### src/common/wdtc_regs.svh
// Register offsets, field positions, reset values and counts
`ifndef WDTC_REGS_SVH
`define WDTC_REGS_SVH

`define WDTC_CTRL_OFS 32'h0000_0000
`define WDTC_STAT_OFS 32'h0000_0004

`define WDTC_UNLOCK_BIT 4
`define WDTC_RUN_BIT 3
`define WDTC_SEL_MSB 2
`define WDTC_SEL_LSB 0
`define WDTC_STAT_LVL_MSB 1
`define WDTC_STAT_LVL_LSB 0
`define WDTC_STAT_WIN_BIT 2
`define WDTC_STAT_RUN_BIT 3

`define WDTC_SEL_RST 3'h0
`define WDTC_WINDOW_CYC 3'h4
`define WDTC_BOOT_CYC 2'h3
`define WDTC_BASE_TICKS 32'h0000_4000

`define WDTC_RESP_OKAY 2'h0
`define WDTC_RESP_SLVERR 2'h2

`endif

### src/common/wdtc_pkg.sv
// Types shared by the watchdog control modules
package wdtc_pkg;

  typedef enum logic [1:0] {
    WDTC_WIN_SHUT = 2'b01,
    WDTC_WIN_OPEN = 2'b10
  } wdtc_win_t;

  typedef enum logic [1:0] {
    WDTC_LVL0 = 2'h0,
    WDTC_LVL1 = 2'h1,
    WDTC_LVL2 = 2'h2
  } wdtc_lvl_t;

  // Safety level from the programmed state of the two fuses
  function automatic wdtc_lvl_t wdtc_level(input logic compat_prog,
                                           input logic always_on_prog);
    if (always_on_prog) begin
      return WDTC_LVL2;
    end
    if (compat_prog) begin
      return WDTC_LVL0;
    end
    return WDTC_LVL1;
  endfunction

endpackage

### src/common/wdtc_cnt_if.sv
// Control and expiry signals between watchdog logic and its counter
`timescale 1ns/1ns
interface wdtc_cnt_if;
  logic run;
  logic clear;
  logic tick;
  logic [2:0] sel;
  logic expire;

  modport ctl (output run, output clear, output tick, output sel,
               input expire);
  modport cnt (input run, input clear, input tick, input sel,
               output expire);
endinterface

### src/hdl/wdtc_counter.sv
// Watchdog expiry counter, counting oscillator ticks
`timescale 1ns/1ns
module wdtc_counter
  import wdtc_pkg::*;
#(
  parameter int CNT_W = 22,
  parameter int BASE_TICKS = 16384
) (
  input wire logic i_core_clk,
  input wire logic i_arst_n,
  wdtc_cnt_if.cnt cnt_bus
);

  if (CNT_W < $clog2(BASE_TICKS) + 8 || BASE_TICKS < 1) begin : g_bad
    $error("wdtc_counter: CNT_W too small for BASE_TICKS");
  end

  typedef struct packed {
    logic [CNT_W-1:0] count;
    logic expire;
  } wdtc_cnt_st_t;

  wdtc_cnt_st_t st;
  wdtc_cnt_st_t next_st;

  // Expiry count for a time-out select code
  function automatic logic [CNT_W-1:0] limit(input logic [2:0] sel);
    return CNT_W'(BASE_TICKS) << sel;
  endfunction

  ////////////////////////////////////////////////////////////////////////////
  always_comb begin
    next_st = st;
    next_st.expire = 1'b0;
    if (cnt_bus.clear || !cnt_bus.run) begin
      next_st.count = '0;
    end else if (cnt_bus.tick) begin
      if (st.count == limit(cnt_bus.sel) - CNT_W'(1)) begin
        next_st.count = '0;
        next_st.expire = 1'b1;
      end else begin
        next_st.count = st.count + CNT_W'(1);
      end
    end
  end

  always_ff @(posedge i_core_clk or negedge i_arst_n) begin
    if (!i_arst_n) begin
      st <= '0;
    end else begin
      st <= next_st;
    end
  end

  assign cnt_bus.expire = st.expire;

endmodule // wdtc_counter

### src/hdl/wdtc_axil_slave.sv
// AXI4-Lite slave front end for the watchdog registers
`timescale 1ns/1ns
`include "wdtc_regs.svh"
module wdtc_axil_slave
  import wdtc_pkg::*;
#(
  parameter int AW = 4
) (
  input wire logic i_core_clk,
  input wire logic i_arst_n,
  input wire logic i_awvalid,
  output logic o_awready,
  input wire logic [AW-1:0] i_awaddr,
  input wire logic i_wvalid,
  output logic o_wready,
  input wire logic [31:0] i_wdata,
  input wire logic [3:0] i_wstrb,
  output logic o_bvalid,
  input wire logic i_bready,
  output logic [1:0] o_bresp,
  input wire logic i_arvalid,
  output logic o_arready,
  input wire logic [AW-1:0] i_araddr,
  output logic o_rvalid,
  input wire logic i_rready,
  output logic [31:0] o_rdata,
  output logic [1:0] o_rresp,
  output logic o_wr_en,
  output logic [AW-1:0] o_wr_addr,
  output logic [31:0] o_wr_data,
  output logic [3:0] o_wr_strb,
  input wire logic i_wr_ok,
  output logic [AW-1:0] o_rd_addr,
  input wire logic [31:0] i_rd_data,
  input wire logic i_rd_ok
);

  if (AW < 3 || AW > 32) begin : g_bad
    $error("wdtc_axil_slave: AW must be 3 to 32");
  end

  typedef struct packed {
    logic aw_rdy;
    logic w_rdy;
    logic ar_rdy;
    logic [AW-1:0] awaddr;
    logic [31:0] wdata;
    logic [3:0] wstrb;
    logic [AW-1:0] araddr;
    logic bvalid;
    logic [1:0] bresp;
    logic rd_pend;
    logic rvalid;
    logic [31:0] rdata;
    logic [1:0] rresp;
  } wdtc_axi_st_t;

  wdtc_axi_st_t st;
  wdtc_axi_st_t next_st;
  logic wr_go;

  assign wr_go = !st.aw_rdy && !st.w_rdy && !st.bvalid;

  ////////////////////////////////////////////////////////////////////////////
  always_comb begin
    next_st = st;
    if (i_awvalid && st.aw_rdy) begin
      next_st.aw_rdy = 1'b0;
      next_st.awaddr = i_awaddr;
    end
    if (i_wvalid && st.w_rdy) begin
      next_st.w_rdy = 1'b0;
      next_st.wdata = i_wdata;
      next_st.wstrb = i_wstrb;
    end
    if (wr_go) begin
      next_st.bvalid = 1'b1;
      next_st.bresp = i_wr_ok ? `WDTC_RESP_OKAY : `WDTC_RESP_SLVERR;
    end
    if (st.bvalid && i_bready) begin
      next_st.bvalid = 1'b0;
      next_st.aw_rdy = 1'b1;
      next_st.w_rdy = 1'b1;
    end
    if (i_arvalid && st.ar_rdy) begin
      next_st.ar_rdy = 1'b0;
      next_st.araddr = i_araddr;
      next_st.rd_pend = 1'b1;
    end
    if (st.rd_pend) begin
      next_st.rd_pend = 1'b0;
      next_st.rvalid = 1'b1;
      next_st.rdata = i_rd_ok ? i_rd_data : 32'h0000_0000;
      next_st.rresp = i_rd_ok ? `WDTC_RESP_OKAY : `WDTC_RESP_SLVERR;
    end
    if (st.rvalid && i_rready) begin
      next_st.rvalid = 1'b0;
      next_st.ar_rdy = 1'b1;
    end
  end

  always_ff @(posedge i_core_clk or negedge i_arst_n) begin
    if (!i_arst_n) begin
      st <= '0;
      st.aw_rdy <= 1'b1;
      st.w_rdy <= 1'b1;
      st.ar_rdy <= 1'b1;
    end else begin
      st <= next_st;
    end
  end

  ////////////////////////////////////////////////////////////////////////////
  assign o_awready = st.aw_rdy;
  assign o_wready = st.w_rdy;
  assign o_bvalid = st.bvalid;
  assign o_bresp = st.bresp;
  assign o_arready = st.ar_rdy;
  assign o_rvalid = st.rvalid;
  assign o_rdata = st.rdata;
  assign o_rresp = st.rresp;
  assign o_wr_en = wr_go;
  assign o_wr_addr = st.awaddr;
  assign o_wr_data = st.wdata;
  assign o_wr_strb = st.wstrb;
  assign o_rd_addr = st.araddr;

endmodule // wdtc_axil_slave

### src/hdl/wdtc_top.sv
// Watchdog control with timed change sequences and safety levels
//
// Our own choices: the placing of the registers and register access over AXI4-Lite.
`timescale 1ns/1ns
`include "wdtc_regs.svh"

// What this block does
// - Writing run bit one starts watchdog; zero stops it where protection allows.
// - Clearing the run bit is ignored unless the unlock bit is set now.
// - A run-zero write within four cycles of opening disables the watchdog.
// - At safety level 2 the watchdog is never disabled.
// - Select code sets expiry: 16K oscillator ticks doubling per code.
// - Level 0: starts off, free enable and select, timed disable.
// - Level 1: starts off, free enable, timed select change and disable.
// - Level 1 second write within four cycles applies run and select.
// - Level 2 runs always; run bit reads back as one.
// - Level 2 second write applies select, ignores run bit.
// - Hardware clears the unlock bit four cycles after it is written.
// - Two fuses choose safety level 1, 2, 0 or 2.
// - Top three control bits read as zero.
// - Expiry issues a one-cycle reset pulse.
module wdtc_top
  import wdtc_pkg::*;
#(
  parameter int AW = 4,
  parameter int CNT_W = 22,
  parameter int BASE_TICKS = `WDTC_BASE_TICKS
) (
  input wire logic i_core_clk,
  input wire logic i_arst_n,
  input wire logic i_s_axi_awvalid,
  output logic o_s_axi_awready,
  input wire logic [AW-1:0] i_s_axi_awaddr,
  input wire logic i_s_axi_wvalid,
  output logic o_s_axi_wready,
  input wire logic [31:0] i_s_axi_wdata,
  input wire logic [3:0] i_s_axi_wstrb,
  output logic o_s_axi_bvalid,
  input wire logic i_s_axi_bready,
  output logic [1:0] o_s_axi_bresp,
  input wire logic i_s_axi_arvalid,
  output logic o_s_axi_arready,
  input wire logic [AW-1:0] i_s_axi_araddr,
  output logic o_s_axi_rvalid,
  input wire logic i_s_axi_rready,
  output logic [31:0] o_s_axi_rdata,
  output logic [1:0] o_s_axi_rresp,
  input wire logic i_wdog_osc,
  input wire logic i_legacy_compat_fuse,
  input wire logic i_always_on_fuse,
  input wire logic i_watchdog_restart_instruction,
  output logic o_wdog_reset,
  output logic o_wdog_running
);

  if (AW < 3 || AW > 32) begin : g_bad_aw
    $error("wdtc_top: AW must be 3 to 32");
  end

  if (CNT_W < 8 || BASE_TICKS < 1) begin : g_bad_cnt
    $error("wdtc_top: counter parameters out of range");
  end

  typedef struct packed {
    logic cf_s1;
    logic cf_s2;
    logic ao_s1;
    logic ao_s2;
    logic osc_s1;
    logic osc_s2;
    logic osc_s3;
    logic [1:0] boot;
    logic lvl_ok;
    wdtc_lvl_t lvl;
    logic run;
    logic [2:0] sel;
    wdtc_win_t win;
    logic [2:0] win_cnt;
    logic clear;
    logic tick;
    logic rst_pulse;
  } wdtc_top_st_t;

  wdtc_top_st_t st;
  wdtc_top_st_t next_st;

  logic wr_en;
  logic [AW-1:0] wr_addr;
  logic [31:0] wr_data;
  logic [3:0] wr_strb;
  logic wr_ok;
  logic [AW-1:0] rd_addr;
  logic [31:0] rd_data;
  logic rd_ok;
  logic ctrl_wr;
  logic w_unlock;
  logic w_run;
  logic [2:0] w_sel;
  logic win_open;
  logic run_fixed;
  logic sel_free;
  logic stop_ok;
  logic sel_ok;

  wdtc_cnt_if u_cnt_bus ();

  ////////////////////////////////////////////////////////////////////////////
  // Address decode shared by reads and writes
  function automatic logic hit(input logic [AW-1:0] addr,
                               input logic [31:0] ofs);
    return {{(32 - AW){1'b0}}, addr} == ofs;
  endfunction

  // Change window state decode
  function automatic logic is_open(input wdtc_win_t w);
    return w == WDTC_WIN_OPEN;
  endfunction

  // Control register image
  function automatic logic [31:0] ctrl_image(input wdtc_top_st_t s);
    logic [31:0] v;
    v = 32'h0000_0000;
    v[`WDTC_UNLOCK_BIT] = is_open(s.win);
    v[`WDTC_RUN_BIT] = s.run || (s.lvl_ok && s.lvl == WDTC_LVL2);
    v[`WDTC_SEL_MSB:`WDTC_SEL_LSB] = s.sel;
    return v;
  endfunction

  // Status register image: level, window and run state
  function automatic logic [31:0] stat_image(input wdtc_top_st_t s);
    logic [31:0] v;
    v = 32'h0000_0000;
    v[`WDTC_STAT_LVL_MSB:`WDTC_STAT_LVL_LSB] = s.lvl;
    v[`WDTC_STAT_WIN_BIT] = is_open(s.win);
    v[`WDTC_STAT_RUN_BIT] = s.run;
    return v;
  endfunction

  ////////////////////////////////////////////////////////////////////////////
  wdtc_axil_slave #(
    .AW(AW)
  ) u_axil (
    .i_core_clk(i_core_clk),
    .i_arst_n(i_arst_n),
    .i_awvalid(i_s_axi_awvalid),
    .o_awready(o_s_axi_awready),
    .i_awaddr(i_s_axi_awaddr),
    .i_wvalid(i_s_axi_wvalid),
    .o_wready(o_s_axi_wready),
    .i_wdata(i_s_axi_wdata),
    .i_wstrb(i_s_axi_wstrb),
    .o_bvalid(o_s_axi_bvalid),
    .i_bready(i_s_axi_bready),
    .o_bresp(o_s_axi_bresp),
    .i_arvalid(i_s_axi_arvalid),
    .o_arready(o_s_axi_arready),
    .i_araddr(i_s_axi_araddr),
    .o_rvalid(o_s_axi_rvalid),
    .i_rready(i_s_axi_rready),
    .o_rdata(o_s_axi_rdata),
    .o_rresp(o_s_axi_rresp),
    .o_wr_en(wr_en),
    .o_wr_addr(wr_addr),
    .o_wr_data(wr_data),
    .o_wr_strb(wr_strb),
    .i_wr_ok(wr_ok),
    .o_rd_addr(rd_addr),
    .i_rd_data(rd_data),
    .i_rd_ok(rd_ok)
  );

  wdtc_counter #(
    .CNT_W(CNT_W),
    .BASE_TICKS(BASE_TICKS)
  ) u_counter (
    .i_core_clk(i_core_clk),
    .i_arst_n(i_arst_n),
    .cnt_bus(u_cnt_bus.cnt)
  );

  // Interface to the expiry counter
  assign u_cnt_bus.run = st.run;
  assign u_cnt_bus.clear = st.clear;
  assign u_cnt_bus.tick = st.tick;
  assign u_cnt_bus.sel = st.sel;

  ////////////////////////////////////////////////////////////////////////////
  // Register decode
  assign wr_ok = hit(wr_addr, `WDTC_CTRL_OFS) || hit(wr_addr, `WDTC_STAT_OFS);
  assign rd_ok = hit(rd_addr, `WDTC_CTRL_OFS) || hit(rd_addr, `WDTC_STAT_OFS);
  assign rd_data = hit(rd_addr, `WDTC_CTRL_OFS) ? ctrl_image(st) :
                   stat_image(st);
  assign ctrl_wr = wr_en && wr_strb[0] && st.lvl_ok &&
                   hit(wr_addr, `WDTC_CTRL_OFS);
  assign w_unlock = wr_data[`WDTC_UNLOCK_BIT];
  assign w_run = wr_data[`WDTC_RUN_BIT];
  assign w_sel = wr_data[`WDTC_SEL_MSB:`WDTC_SEL_LSB];
  assign win_open = is_open(st.win);

  // Protection decode from the captured safety level
  assign run_fixed = st.lvl_ok && (st.lvl == WDTC_LVL2);
  assign sel_free = (st.lvl == WDTC_LVL0);
  assign stop_ok = win_open && !run_fixed;
  assign sel_ok = sel_free || (win_open && !w_unlock);

  ////////////////////////////////////////////////////////////////////////////
  always_comb begin
    next_st = st;
    next_st.clear = 1'b0;
    next_st.rst_pulse = 1'b0;

    // Fuse synchronisers, two flops before any logic
    next_st.cf_s1 = i_legacy_compat_fuse;
    next_st.cf_s2 = st.cf_s1;
    next_st.ao_s1 = i_always_on_fuse;
    next_st.ao_s2 = st.ao_s1;
    // Oscillator synchroniser; the third flop finds the rising edge
    next_st.osc_s1 = i_wdog_osc;
    next_st.osc_s2 = st.osc_s1;
    next_st.osc_s3 = st.osc_s2;
    next_st.tick = st.osc_s2 && !st.osc_s3;

    // Fuse capture once the synchronisers are filled
    if (!st.lvl_ok) begin
      if (st.boot == `WDTC_BOOT_CYC) begin
        next_st.lvl_ok = 1'b1;
        next_st.lvl = wdtc_level(st.cf_s2, st.ao_s2);
        if (wdtc_level(st.cf_s2, st.ao_s2) == WDTC_LVL2) begin
          next_st.run = 1'b1;
        end
      end else begin
        next_st.boot = st.boot + 2'h1;
      end
    end

    // Change window runs out four cycles after opening
    case (st.win)
      WDTC_WIN_OPEN: begin
        if (st.win_cnt == 3'h1) begin
          next_st.win = WDTC_WIN_SHUT;
        end else begin
          next_st.win_cnt = st.win_cnt - 3'h1;
        end
      end
      WDTC_WIN_SHUT: begin
        next_st.win_cnt = 3'h0;
      end
      default: begin
        next_st.win = WDTC_WIN_SHUT;
        next_st.win_cnt = 3'h0;
      end
    endcase

    // Software writes to the control register
    if (ctrl_wr) begin
      if (w_unlock) begin
        next_st.win = WDTC_WIN_OPEN;
        next_st.win_cnt = `WDTC_WINDOW_CYC;
      end else if (win_open) begin
        next_st.win = WDTC_WIN_SHUT;
        next_st.win_cnt = 3'h0;
      end
      if (!run_fixed) begin
        if (w_run) begin
          next_st.run = 1'b1;
        end else if (stop_ok) begin
          next_st.run = 1'b0;
        end
      end
      if (sel_ok) begin
        next_st.sel = w_sel;
      end
    end

    // Counter restart on enable, disable and restart instruction
    if (next_st.run != st.run || i_watchdog_restart_instruction) begin
      next_st.clear = 1'b1;
    end

    // Expiry while running gives a one-cycle reset request
    if (u_cnt_bus.expire && st.run) begin
      next_st.rst_pulse = 1'b1;
    end
  end

  ////////////////////////////////////////////////////////////////////////////
  // State register
  always_ff @(posedge i_core_clk or negedge i_arst_n) begin
    if (!i_arst_n) begin
      st <= '0;
      st.lvl <= WDTC_LVL1;
      st.sel <= `WDTC_SEL_RST;
      st.win <= WDTC_WIN_SHUT;
    end else begin
      st <= next_st;
    end
  end

  ////////////////////////////////////////////////////////////////////////////
  // Outputs straight from the state register
  assign o_wdog_reset = st.rst_pulse;
  assign o_wdog_running = st.run;

endmodule // wdtc_top

### config.mk
export PLATFORM = sky130hd
export DESIGN_NAME = wdtc_top
export DESIGN_NICKNAME = d
export VERILOG_FILES = /design/src/common/wdtc_pkg.sv /design/src/common/wdtc_cnt_if.sv /design/src/hdl/wdtc_counter.sv /design/src/hdl/wdtc_axil_slave.sv /design/src/hdl/wdtc_top.sv
export VERILOG_INCLUDE_DIRS = /design/src /design/src/common
export SDC_FILE = /design/constraint.sdc
export NUM_CORES = 1
export LEC_CHECK = 0
export ABC_AREA = 1
export CELL_PAD_IN_SITES_DETAIL_PLACEMENT = 2
export CELL_PAD_IN_SITES_GLOBAL_PLACEMENT = 2
export CORE_MARGIN = 2
export CORE_UTILIZATION = 42
export CTS_BUF_LIST = sky130_fd_sc_hd__clkbuf_4 sky130_fd_sc_hd__clkbuf_8 sky130_fd_sc_hd__clkbuf_16
export CTS_CLUSTER_DIAMETER = 200
export DETAILED_ROUTE_END_ITERATION = 8
export DONT_BUFFER_PORTS = 1
export GPL_TIMING_DRIVEN = 0
export MAX_ROUTING_LAYER = met4
export PLACE_DENSITY_LB_ADDON = 0.1
export SKIP_LAST_GASP = 1
export SYNTH_ARGS = -nofsm -noshare
export SYNTH_HDL_FRONTEND = slang
export SYNTH_HIERARCHICAL = 1
export SYNTH_SLANG_ARGS = --single-unit
### constraint.sdc
create_clock -name i_core_clk -period 2.4 [get_ports i_core_clk]
set_input_delay 0.24 -clock i_core_clk [delete_from_list [all_inputs] [get_ports i_core_clk]]
set_output_delay 0.24 -clock i_core_clk [all_outputs]
set_load 0.02 [all_outputs]
==> results of run 1 <==
## power by group through the flow
stage / sequential (W) / clock, W / combinational [W]
after CTS: 0.00251 / 0.00160 / 0.00193
after global placement: 0.00249 / 0 / 0.00172
after floorplan: 0.00241 / 0 / 0.00152
after global routing: 0.00258 / 0.00167 / 0.00215
after detailed placement: 0.00252 / 0 / 0.00182
final: 0.00253 / 0.00157 / 0.00196
## registers in the layout, indices dropped and copies added (netlist names)
name / flops
u_cnt_bus.clear: 1
u_cnt_bus.tick: 1
u_axil/o_arready: 1
u_cnt_bus.sel: 3
u_counter/st: 22
o_wdog_running: 1
st: 13
u_axil/st: 1
u_axil/o_wr_addr: 4
u_axil/o_wr_strb: 1
u_axil/o_rresp: 1
u_axil/o_bresp: 1
u_axil/o_rd_addr: 4
o_wdog_reset: 1
next_st: 4
u_axil/o_rvalid: 1
u_axil/o_bvalid: 1
u_counter/cnt_bus.expire: 1
u_axil/o_wr_data: 5
u_axil/o_rdata: 32
u_axil/o_awready: 1
u_axil/o_wready: 1
## metal layers
metal	track usage	vias up
li1	-	2048
met1	0.292	2251
met2	0.517	69
met3	0.0586	19
met4	0.0682	0
met5	-	-
## path summary, 6_finish.rpt
kind	startpoint	endpoint	slack (ns)	cells after the start
worst min register to register	next_st[20]	st[20]	0.37	0
min in group i_core_clk	i_watchdog_restart_instruction	u_cnt_bus.clear	0.03	2
worst max-delay path	u_counter/st[1]	u_counter/st[20]	0.56	11
worst min-delay path	i_arst_n	u_counter/st[17]	-0.42	0
worst max register to register	u_counter/st[1]	u_counter/st[20]	0.56	11
max in group asynchronous	i_arst_n	st[6]	2.58	0
## cells in the final DEF, fill, tap and decap left out, drive strengths merged
cell         count
a32o             1
a21oi           11
dlygate4sd3      6
o21a             1
o31ai            3
clkinv           3
o21ai           13
nand2          259
conb            29
o22ai            2
clkbuf          12
ha               7
nor3             9
inv             59
a211oi           1
nor2            47
xnor2            1
clkinvlp         1
bufinv           1
o2bb2ai          1
or2              1
xor2             8
a21boi           1
dfstp            5
dfrtp           96
nand4            6
buf             67
nand3           54
## layout make-up
cell class	count	area, µm²	share of cell area
plain buffers	70	531	0.0882
clock buffers	9	225	0.0375
clock inverters	7	91.3	0.0152
inverters	57	214	0.0356
multi-input cells	455	2140	0.356
flip-flops and latches	101	2530	0.421
well taps	172	215	0.0358
repair buffers	6	60.1	0.00999
## critical path, stage by stage (launching register included)
cell and delay, ns:
dfrtp_1 0.41, ha_1 0.23, nand2_4 0.09, nor2_8 0.14, nand2_4 0.09, nor2_8 0.18, nand2_4 0.07, nor2_4 0.09
nand2_4 0.10, buf_6 0.17, nand3_1 0.07, nand2_1 0.06
## per-stage QoR
stage	util	total power [W]	instance area (µm²)	hold slack (ns)
after global placement	0.450	0.00421	5640	-0.0511
after detailed placement	0.450	0.00434	5640	-0.0518
after floorplan	-	0.00393	5420	-0.0556
after CTS	0.480	0.00604	6010	-0.443
final	0.480	0.00606	6010	-0.420
after global routing	0.480	0.00639	6010	-0.442
==> out/qor.yml, run 1 <==
floorplan:
  chipWidth_um: 117
  num_rows: 41
  core_area_um2: 12500
  ios: 98
  dieArea_um2: 13600
  initial_core_util: 0.425
  dieHeight_um: 117
synth:
  ys_warn_count: 6
  syn_area_per_cell_um2: 8.11
  syn-cell-area_um2: 5320
  syn_inst: 656
route:
  wirelength_met1_mm: 6.54
  drtPass1Iterations: 4
  drt-initial-drc-count: 195
  wire_per_inst_um: 19.3
  vias_per_cell: 5.00
  highest_layer: "met4"
  wl_met2_mm: 9.66
  drc: 0
  vias: 4387
  route.met3.wl_um: 470
  antenna_left: 0
  wl_mm: 17.0
worst_setup_path:
  setup.worst_path.start_class: "flip-flop"
  end_kind: "flip-flop"
  criticalPathCategory: "reg -> reg"
  critPathMaxFanout: 10
  cp.arrival_ns: 2.08
  required_ns: 2.64
placed_design:
  gp_congestion: 0.788
  io_buffers: 0
  placed_cells: 855
  pre_cts_slack_ns: 0.566
  dp_hpwl_mm: 10.1
cells_and_area:
  fin_cells: 877
  layout-drive-gt1-share: 0.170
  nFillCells: 1450
  diodes: 0
  syn2layout_area_growth_pct: 13.0
  fin_nets: 762
outcome:
  violations: "hold timing"
  status: "complete, but fails checks"
clocking:
  post_cts.repair.setup_buffers: 0
  cts_buffers: 9
  postCtsResizedCells: 0
  holdBufCountCts: 6
  cts_max_path_buffers: 2
  clk_pin_slew_ns: 0.07
  htree_levels: 3
  insertion_delay_ns: 0.36
  cts_sinks: 101
  cts_tree: "built"
  cts_root_buf: "clkbuf_16"
timing:
  rsz0062_at_grt: "false"
  tns_ns: 0
  setup_slack_ns: 0.564
  hold_viol: 101
  slew_violations: 0
  period_share: 0.765
  fin_hold_ws_ns: -0.420
  fmax_mhz: 545
  setup_viol_count_final: 0
  tightest_slew_ns: 0.559
  min_period_ns: 1.84
  relSlewSlack: 0.627
  skew_ns: 0.0117
grt:
  grt_usage: 0.275
  grt_max_degree: 102
  grt_pass1_vias: 5136
  antenna_found_initial: 0
  grt_overflow: 0
  grt_first_pass_wirelength_mm: 27.4
worst_hold_path:
  hp-class: "in -> async"
power:
  power_frac_seq: 0.417
  cellLeakagePower_nw: 3.23
  p_int_w: 0.00372
  peakVddDrop_mv: 0.766
  power_switching_w: 0.00234
  sw_frac_of_total: 0.387
  p_clk_frac: 0.259
  pwr-share-comb: 0.323
  powerDensity_nw_per_um2: 1010
flow_run:
  max-cap-violations: 0
Note: power is estimated with default switching activity, not from simulation.
==> inputs of run 2 (changes only) <==
Settings changed: CORE_UTILIZATION 42 to 39.
Clock period 2.4 ns to 1.8 ns, I/O delays scaled along.
==> run 2 against run 1 <==
The flow still finishes with violations (hold timing). Highest routed layer unchanged. Critical endpoint is now u_counter/st[19]. Global-route usage down 3.1 points. Sequential power increased by 33%. First-iteration DRC count fell by 26%. Fmax grew 3.2%. Critical path depth unchanged. Largest power group unchanged. Register-to-register slack lost 0.54 ns. Sequential share of layout area fell by 2.1 points. Utilization fell by 0.37 points.
==> out/qor.yml, run 2 (same netlist as run 1, synthesis figures left out) <==
floorplan:
  dieHeight_um: 121  # was 117 µm
  ios: 98  # unchanged
  chipWidth_um: 121  # was 117 µm
  core_area_um2: 13300  # was 12500 µm²
  num_rows: 42  # was 41
  dieArea_um2: 14600  # was 13600 µm²
  initial_core_util: 0.400  # was 0.425
placed_design:
  gp_congestion: 0.789  # was 0.788
  dp_hpwl_mm: 10.3  # was 10.1 mm
  io_buffers: 0  # unchanged
  placed_cells: 859  # was 855
timing:
  relSlewSlack: 0.637  # was 0.627
  tightest_slew_ns: 0.544  # was 0.559 ns
  skew_ns: 0.0102  # was 0.0117 ns
  fin_hold_ws_ns: -0.494  # was -0.420 ns
  slew_violations: 0  # unchanged
  setup_viol_count_final: 0  # unchanged
  rsz0062_at_grt: "true"  # was false
  period_share: 0.988  # was 0.765
  min_period_ns: 1.78  # was 1.84 ns
  fmax_mhz: 562  # was 545 MHz
  hold_viol: 101  # unchanged
power:
  powerDensity_nw_per_um2: 1250  # was 1010 nW/µm²
  peakVddDrop_mv: 0.670  # was 0.766 mV
  cellLeakagePower_nw: 3.34  # was 3.23 nW
cells_and_area:
  largest_register_ffs: 32  # unchanged
  fin_cells: 908  # was 877
  syn2layout_area_growth_pct: 19.1  # was 13.0%
  diodes: 0  # unchanged
  final_common_cell: "nand2_1"  # unchanged
  regArea_um2: 2540  # was 2530 µm²
  layout-drive-gt1-share: 0.189  # was 0.170
  final_cell_mix: "248 x nand2_1, 94 x dfrtp_1, 63 x buf_4"  # was 251 x nand2_1, 96 x dfrtp_1, 56 x buf_4
  multi_input_area_um2: 2200  # was 2140 µm²
  fin_nets: 789  # was 762
  nFillCells: 1491  # was 1450
route:
  drc: 0  # unchanged
  wl_mm: 16.2  # was 17.0 mm
  drt-initial-drc-count: 145  # was 195
  vias: 4408  # was 4387
  vias_per_cell: 4.85  # was 5.00
  drtPass1Iterations: 4  # unchanged
  wire_per_inst_um: 17.8  # was 19.3 µm
  antenna_left: 0  # unchanged
worst_setup_path:
  criticalPathCategory: "reg -> reg"  # unchanged
  setup.worst_path.start_class: "flip-flop"  # unchanged
  required_ns: 2.05  # was 2.64 ns
  critPathMaxFanout: 8  # was 10
  cp.arrival_ns: 2.03  # was 2.08 ns
  end_kind: "flip-flop"  # unchanged
  rrSetupSlack_ns: 0.02  # was 0.56 ns
grt:
  grt_first_pass_wirelength_mm: 26.7  # was 27.4 mm
  antenna_found_initial: 0  # unchanged
  grt_usage: 0.244  # was 0.275
  grt_pass1_vias: 5125  # was 5136
  grt_max_degree: 102  # unchanged
  grt_overflow: 0  # unchanged
flow_run:
  max-cap-violations: 0  # unchanged
clocking:
  htree_levels: 3  # unchanged
  cts_root_buf: "clkbuf_16"  # unchanged
  cts_buffers: 9  # unchanged
  holdBufCountCts: 25  # was 6
  clk_pin_slew_ns: 0.08  # was 0.07 ns
  cts_max_path_buffers: 2  # unchanged
  cts_tree: "built"  # unchanged
  insertion_delay_ns: 0.36  # about the same
  cts_sinks: 101  # unchanged
outcome:
  violations: "hold timing"  # unchanged
  status: "complete, but fails checks"  # unchanged
worst_hold_path:
  hp-class: "in -> async"  # unchanged
[run 2: cell count changes in the layout (fill, tap and decap cells not counted), moves of 2 or more]
cell | previous run | this run
dlygate4sd3_1 | 6 | 25
buf_4 | 56 | 63
nand2_1 | 251 | 248
nand2_2 | 4 | 7
clkbuf_1 | 3 | 1
clkbuf_2 | 0 | 2
dfrtp_1 | 96 | 94
dfrtp_2 | 0 | 2
nand3_1 | 47 | 45
nor2_2 | 3 | 1
nor2_4 | 4 | 6
[run 2: stage by stage]
step           setup WS (ns)  TNS [ns]  instance area (µm²)  total power (W)   util
2_1_floorplan          0.242         0                 5420          0.00524      -
3_3_place_gp          0.0429         0                 5640          0.00563  0.424
3_5_place_dp         -0.0519    -0.321                 5640          0.00581  0.424
4_1_cts               0.0151         0                 6220          0.00791  0.468
5_1_grt              -0.0590    -0.501                 6340          0.00839  0.477
6_report              0.0218         0                 6340          0.00791  0.477
[run 2: path summary, 6_finish.rpt]
check,from,to,cells after the start
min,i_arst_n,u_counter/st[20],0
max,u_counter/st[1],u_counter/st[19],11
max in group asynchronous,i_arst_n,st[6],0
min reg2reg,next_st[18],next_st[17],0
min in group i_core_clk,i_s_axi_awvalid,u_axil/o_wr_addr[0],3
max reg2reg,u_counter/st[1],u_counter/st[19],11
[run 2: timing repair]
action | 4_1_cts | 5_1_grt
pin swaps | 1 | 5
gates cloned | 0 | 1
buffers inserted | 3 | 4
resized for setup | 3 | 14
endpoints found under the setup margin | 20 | 18
endpoints found under the hold margin | 124 | 101
[run 2: worst max-delay path, cell delays in order, from the launching register on]
cell	delay, ns
dfrtp_1	0.44
ha_4	0.20
nand2_8	0.08
nor2_8	0.17
nand2_4	0.09
nor2_8	0.13
nand2_4	0.06
nor2_4	0.09
nand2_4	0.11
clkbuf_16	0.19
nand3_2	0.05
nand2_1	0.05
[run 2: power breakdown]
| part | leakage [nW] | internal [W] | total, W | switching [W] |
|---|---|---|---|---|
| Combinational | 1.90 | 0.00107 | 0.00259 | 0.00152 |
| Sequential | 1.30 | 0.00283 | 0.00336 | 0.000525 |
| Clock | 0.145 | 0.000973 | 0.00196 | 0.000986 |
[run 2: area by class of cell]
type | instances | share of cell area
plain buffers | 70 | 0.0855
clock buffers | 9 | 0.0355
clock inverters | 7 | 0.0115
inverters | 57 | 0.0338
multi-input cells | 455 | 0.347
flip-flops and latches | 101 | 0.400
well taps | 176 | 0.0347
repair buffers | 33 | 0.0517
[run 2: per-layer routing]
| metal | wire [µm] | global-route usage | vias up | share of wire |
|---|---|---|---|---|
| met5 | 0 | - | - | 0 |
| li1 | - | - | 2091 | - |
| met1 | 6370 | 0.254 | 2245 | 0.39 |
| met4 | 176 | 0.0472 | 0 | 0.011 |
| met2 | 9190 | 0.472 | 54 | 0.57 |
| met3 | 452 | 0.0500 | 18 | 0.028 |
==> inputs of run 3 (changes only) <==
Settings changed: RECOVER_POWER from default to 25.
Clock period 1.8 ns to 1.69 ns, I/O delays scaled along.
==> run 3 against run 2 <==
The flow still finishes with violations (hold timing). Global-route usage grew 0.78 points. Register-to-register slack about the same. Flip-flop and latch count stayed put. Clock skew down 0.0012 ns. Via count rose by 1.3%. Clock power is 6% higher. Sequential share of layout area fell by 0.88 points. Combinational power is 9.3% higher. Power grew 7.2%.
==> out/qor.yml, run 3 (same netlist as run 1, synthesis figures left out) <==
outcome:
  status: "complete, but fails checks"  # unchanged
  violations: "hold timing"  # unchanged
cells_and_area:
  final_cell_mix: "240 x nand2_1, 89 x dfrtp_1, 70 x buf_4"  # was 248 x nand2_1, 94 x dfrtp_1, 63 x buf_4
  regArea_um2: 2540  # about the same
  layout-drive-gt1-share: 0.231  # was 0.189
  fin_cells: 917  # was 908
  final_common_cell: "nand2_1"  # unchanged
  nFillCells: 1481  # was 1491
  fin_nets: 798  # was 789
  syn2layout_area_growth_pct: 22.1  # was 19.1%
  multi_input_area_um2: 2250  # was 2200 µm²
  largest_register_ffs: 32  # unchanged
  diodes: 0  # unchanged
floorplan:
  chipWidth_um: 121  # unchanged
  ios: 98  # unchanged
  initial_core_util: 0.400  # unchanged
  dieHeight_um: 121  # unchanged
  num_rows: 42  # unchanged
  dieArea_um2: 14600  # unchanged
  core_area_um2: 13300  # unchanged
timing:
  min_period_ns: 1.68  # was 1.78 ns
  setup_viol_count_final: 0  # unchanged
  slew_violations: 0  # unchanged
  tns_ns: 0  # unchanged
  rsz0062_at_grt: "true"  # unchanged
  fmax_mhz: 597  # was 562 MHz
  skew_ns: 0.00908  # was 0.0102 ns
  period_share: 0.992  # was 0.988
  fin_hold_ws_ns: -0.500  # was -0.494 ns
  hold_viol: 101  # unchanged
power:
  powerDensity_nw_per_um2: 1310  # was 1250 nW/µm²
  power_frac_seq: 0.422  # was 0.425
  p_int_w: 0.00523  # was 0.00487 W
  power_w: 0.00848  # was 0.00791 W
  p_clk_frac: 0.245  # was 0.248
  peakVddDrop_mv: 0.741  # was 0.670 mV
  cellLeakagePower_nw: 3.40  # was 3.34 nW
  sw_frac_of_total: 0.383  # was 0.384
  power_switching_w: 0.00325  # was 0.00304 W
  pwr-share-comb: 0.333  # was 0.328
worst_setup_path:
  crit_family: "simple AND/OR/NAND/NOR gates"  # unchanged
  setup.worst_path.start_class: "flip-flop"  # unchanged
  path_buf_inv: 1  # unchanged
  end_kind: "flip-flop"  # unchanged
  cp_common_cell: "nand2_4"  # unchanged
  rr_worst_depth: 10  # was 11
  required_ns: 1.93  # was 2.05 ns
  path_cells: "nand2_1 -> nor2_4 -> nand2_4 -> nor2_8 -> nand2_4 -> nor2_4 -> nand2_4 -> buf_6 -> nand3_1 -> nand2_1"  # was ha_4 -> nand2_8 -> nor2_8 -> nand2_4 -> nor2_8 -> nand2_4 -> nor2_4 -> nand2_4 -> clkbuf_16 -> nand3_2 -> nand2_1
  slowest_delay_ns: 0.43  # was 0.44 ns
  criticalPathCategory: "reg -> reg"  # unchanged
  r2r-start: "u_counter/st[6]"  # was u_counter/st[1]
  rrSetupSlack_ns: 0.01  # was 0.02 ns
  critPathSlowestCell: "dfrtp_1"  # unchanged
  cp.arrival_ns: 1.91  # was 2.03 ns
  critPathMaxFanout: 6  # was 8
  rr_endpoint: "u_counter/st[8]"  # was u_counter/st[19]
placed_design:
  placed_cells: 859  # unchanged
  gp_congestion: 0.789  # unchanged
  io_buffers: 0  # unchanged
  dp_hpwl_mm: 10.3  # unchanged
flow_run:
  max-cap-violations: 0  # unchanged
route:
  wire_per_inst_um: 18.6  # was 17.8 µm
  vias: 4465  # was 4408
  vias_per_cell: 4.87  # was 4.85
  drc: 0  # unchanged
  antenna_left: 0  # unchanged
  drtPass1Iterations: 4  # unchanged
  drt-initial-drc-count: 185  # was 145
  wl_mm: 17.0  # was 16.2 mm
clocking:
  cts_buffers: 9  # unchanged
  cts_max_path_buffers: 2  # unchanged
  insertion_delay_ns: 0.36  # about the same
  cts_sinks: 101  # unchanged
  cts_tree: "built"  # unchanged
  htree_levels: 3  # unchanged
  holdBufCountCts: 25  # unchanged
  cts_root_buf: "clkbuf_16"  # unchanged
  clk_pin_slew_ns: 0.08  # about the same
worst_hold_path:
  hp-class: "in -> async"  # unchanged
grt:
  grt_first_pass_wirelength_mm: 27.3  # was 26.7 mm
  grt_overflow: 0  # unchanged
  antenna_found_initial: 0  # unchanged
  grt_usage: 0.251  # was 0.244
  grt_max_degree: 102  # unchanged
  grt_pass1_vias: 5214  # was 5125
[run 3: cell types whose count changed in the layout (fill, tap and decap cells not counted), moves of 4 or more]
| cell | previous run | this run |
|---|---|---|
| nor2_1 | 38 | 34 |
| buf_4 | 63 | 70 |
| nand2_1 | 248 | 240 |
| dfrtp_2 | 2 | 7 |
| dfrtp_1 | 94 | 89 |
| nand2_2 | 7 | 14 |
[run 3: through the flow]
stage	hold slack (ns)	worst slack [ns]	area (µm²)	util
2_1_floorplan	-0.127	0.132	5420	-
3_3_place_gp	-0.123	-0.0671	5640	0.424
3_5_place_dp	-0.123	-0.162	5640	0.424
4_1_cts	-0.519	-0.00962	6350	0.478
5_1_grt	-0.520	-0.0940	6500	0.489
6_report	-0.500	0.0137	6500	0.489
[run 3: how the worst max path moves through the flow]
stage / startpoint / endpoint / cells after the start
floorplan: u_counter/st[1] / u_counter/st[21] / 11
global placement: u_counter/st[2] / u_counter/st[21] / 11
detailed placement: o_wdog_running / u_counter/st[2] / 7
CTS: u_counter/st[2] / u_counter/st[2] / 11
global route: u_counter/st[8] / u_counter/st[22] / 10
finish: u_counter/st[6] / u_counter/st[8] / 10
[run 3: power by group through the flow]
stage	logic (W)	clock network, W	registers, W
2_1_floorplan	0.00216	0	0.00342
3_3_place_gp	0.00246	0	0.00354
3_5_place_dp	0.00261	0	0.00358
4_1_cts	0.00273	0.00215	0.00356
5_1_grt	0.00312	0.00223	0.00366
6_report	0.00283	0.00207	0.00358
[run 3: area by class of cell]
type | instances | area share
Buffer | 70 | 0.0853
Inverter | 57 | 0.0329
Sequential cell | 101 | 0.391
Multi-Input combinational cell | 455 | 0.347
Timing Repair Buffer | 42 | 0.0636
Tap cell | 176 | 0.0339
Clock buffer | 9 | 0.0347
Clock inverter | 7 | 0.0112
[run 3: repair_timing]
| action | 4_1_cts | 5_1_grt |
|---|---|---|
| endpoints found under the setup margin | 21 | 27 |
| buffers inserted | 10 | 6 |
| cloned | 1 | 0 |
| gates resized for setup | 17 | 39 |
| pin swaps | 6 | 12 |
| hold endpoints to repair | 124 | 101 |
[run 3: per-layer routing]
metal	vias to the layer above	GRT usage	routed length, µm
met5	-	-	0
met4	0	0.0516	217
met3	17	0.0486	482
met2	67	0.487	9770
met1	2267	0.262	6570
li1	2114	-	-
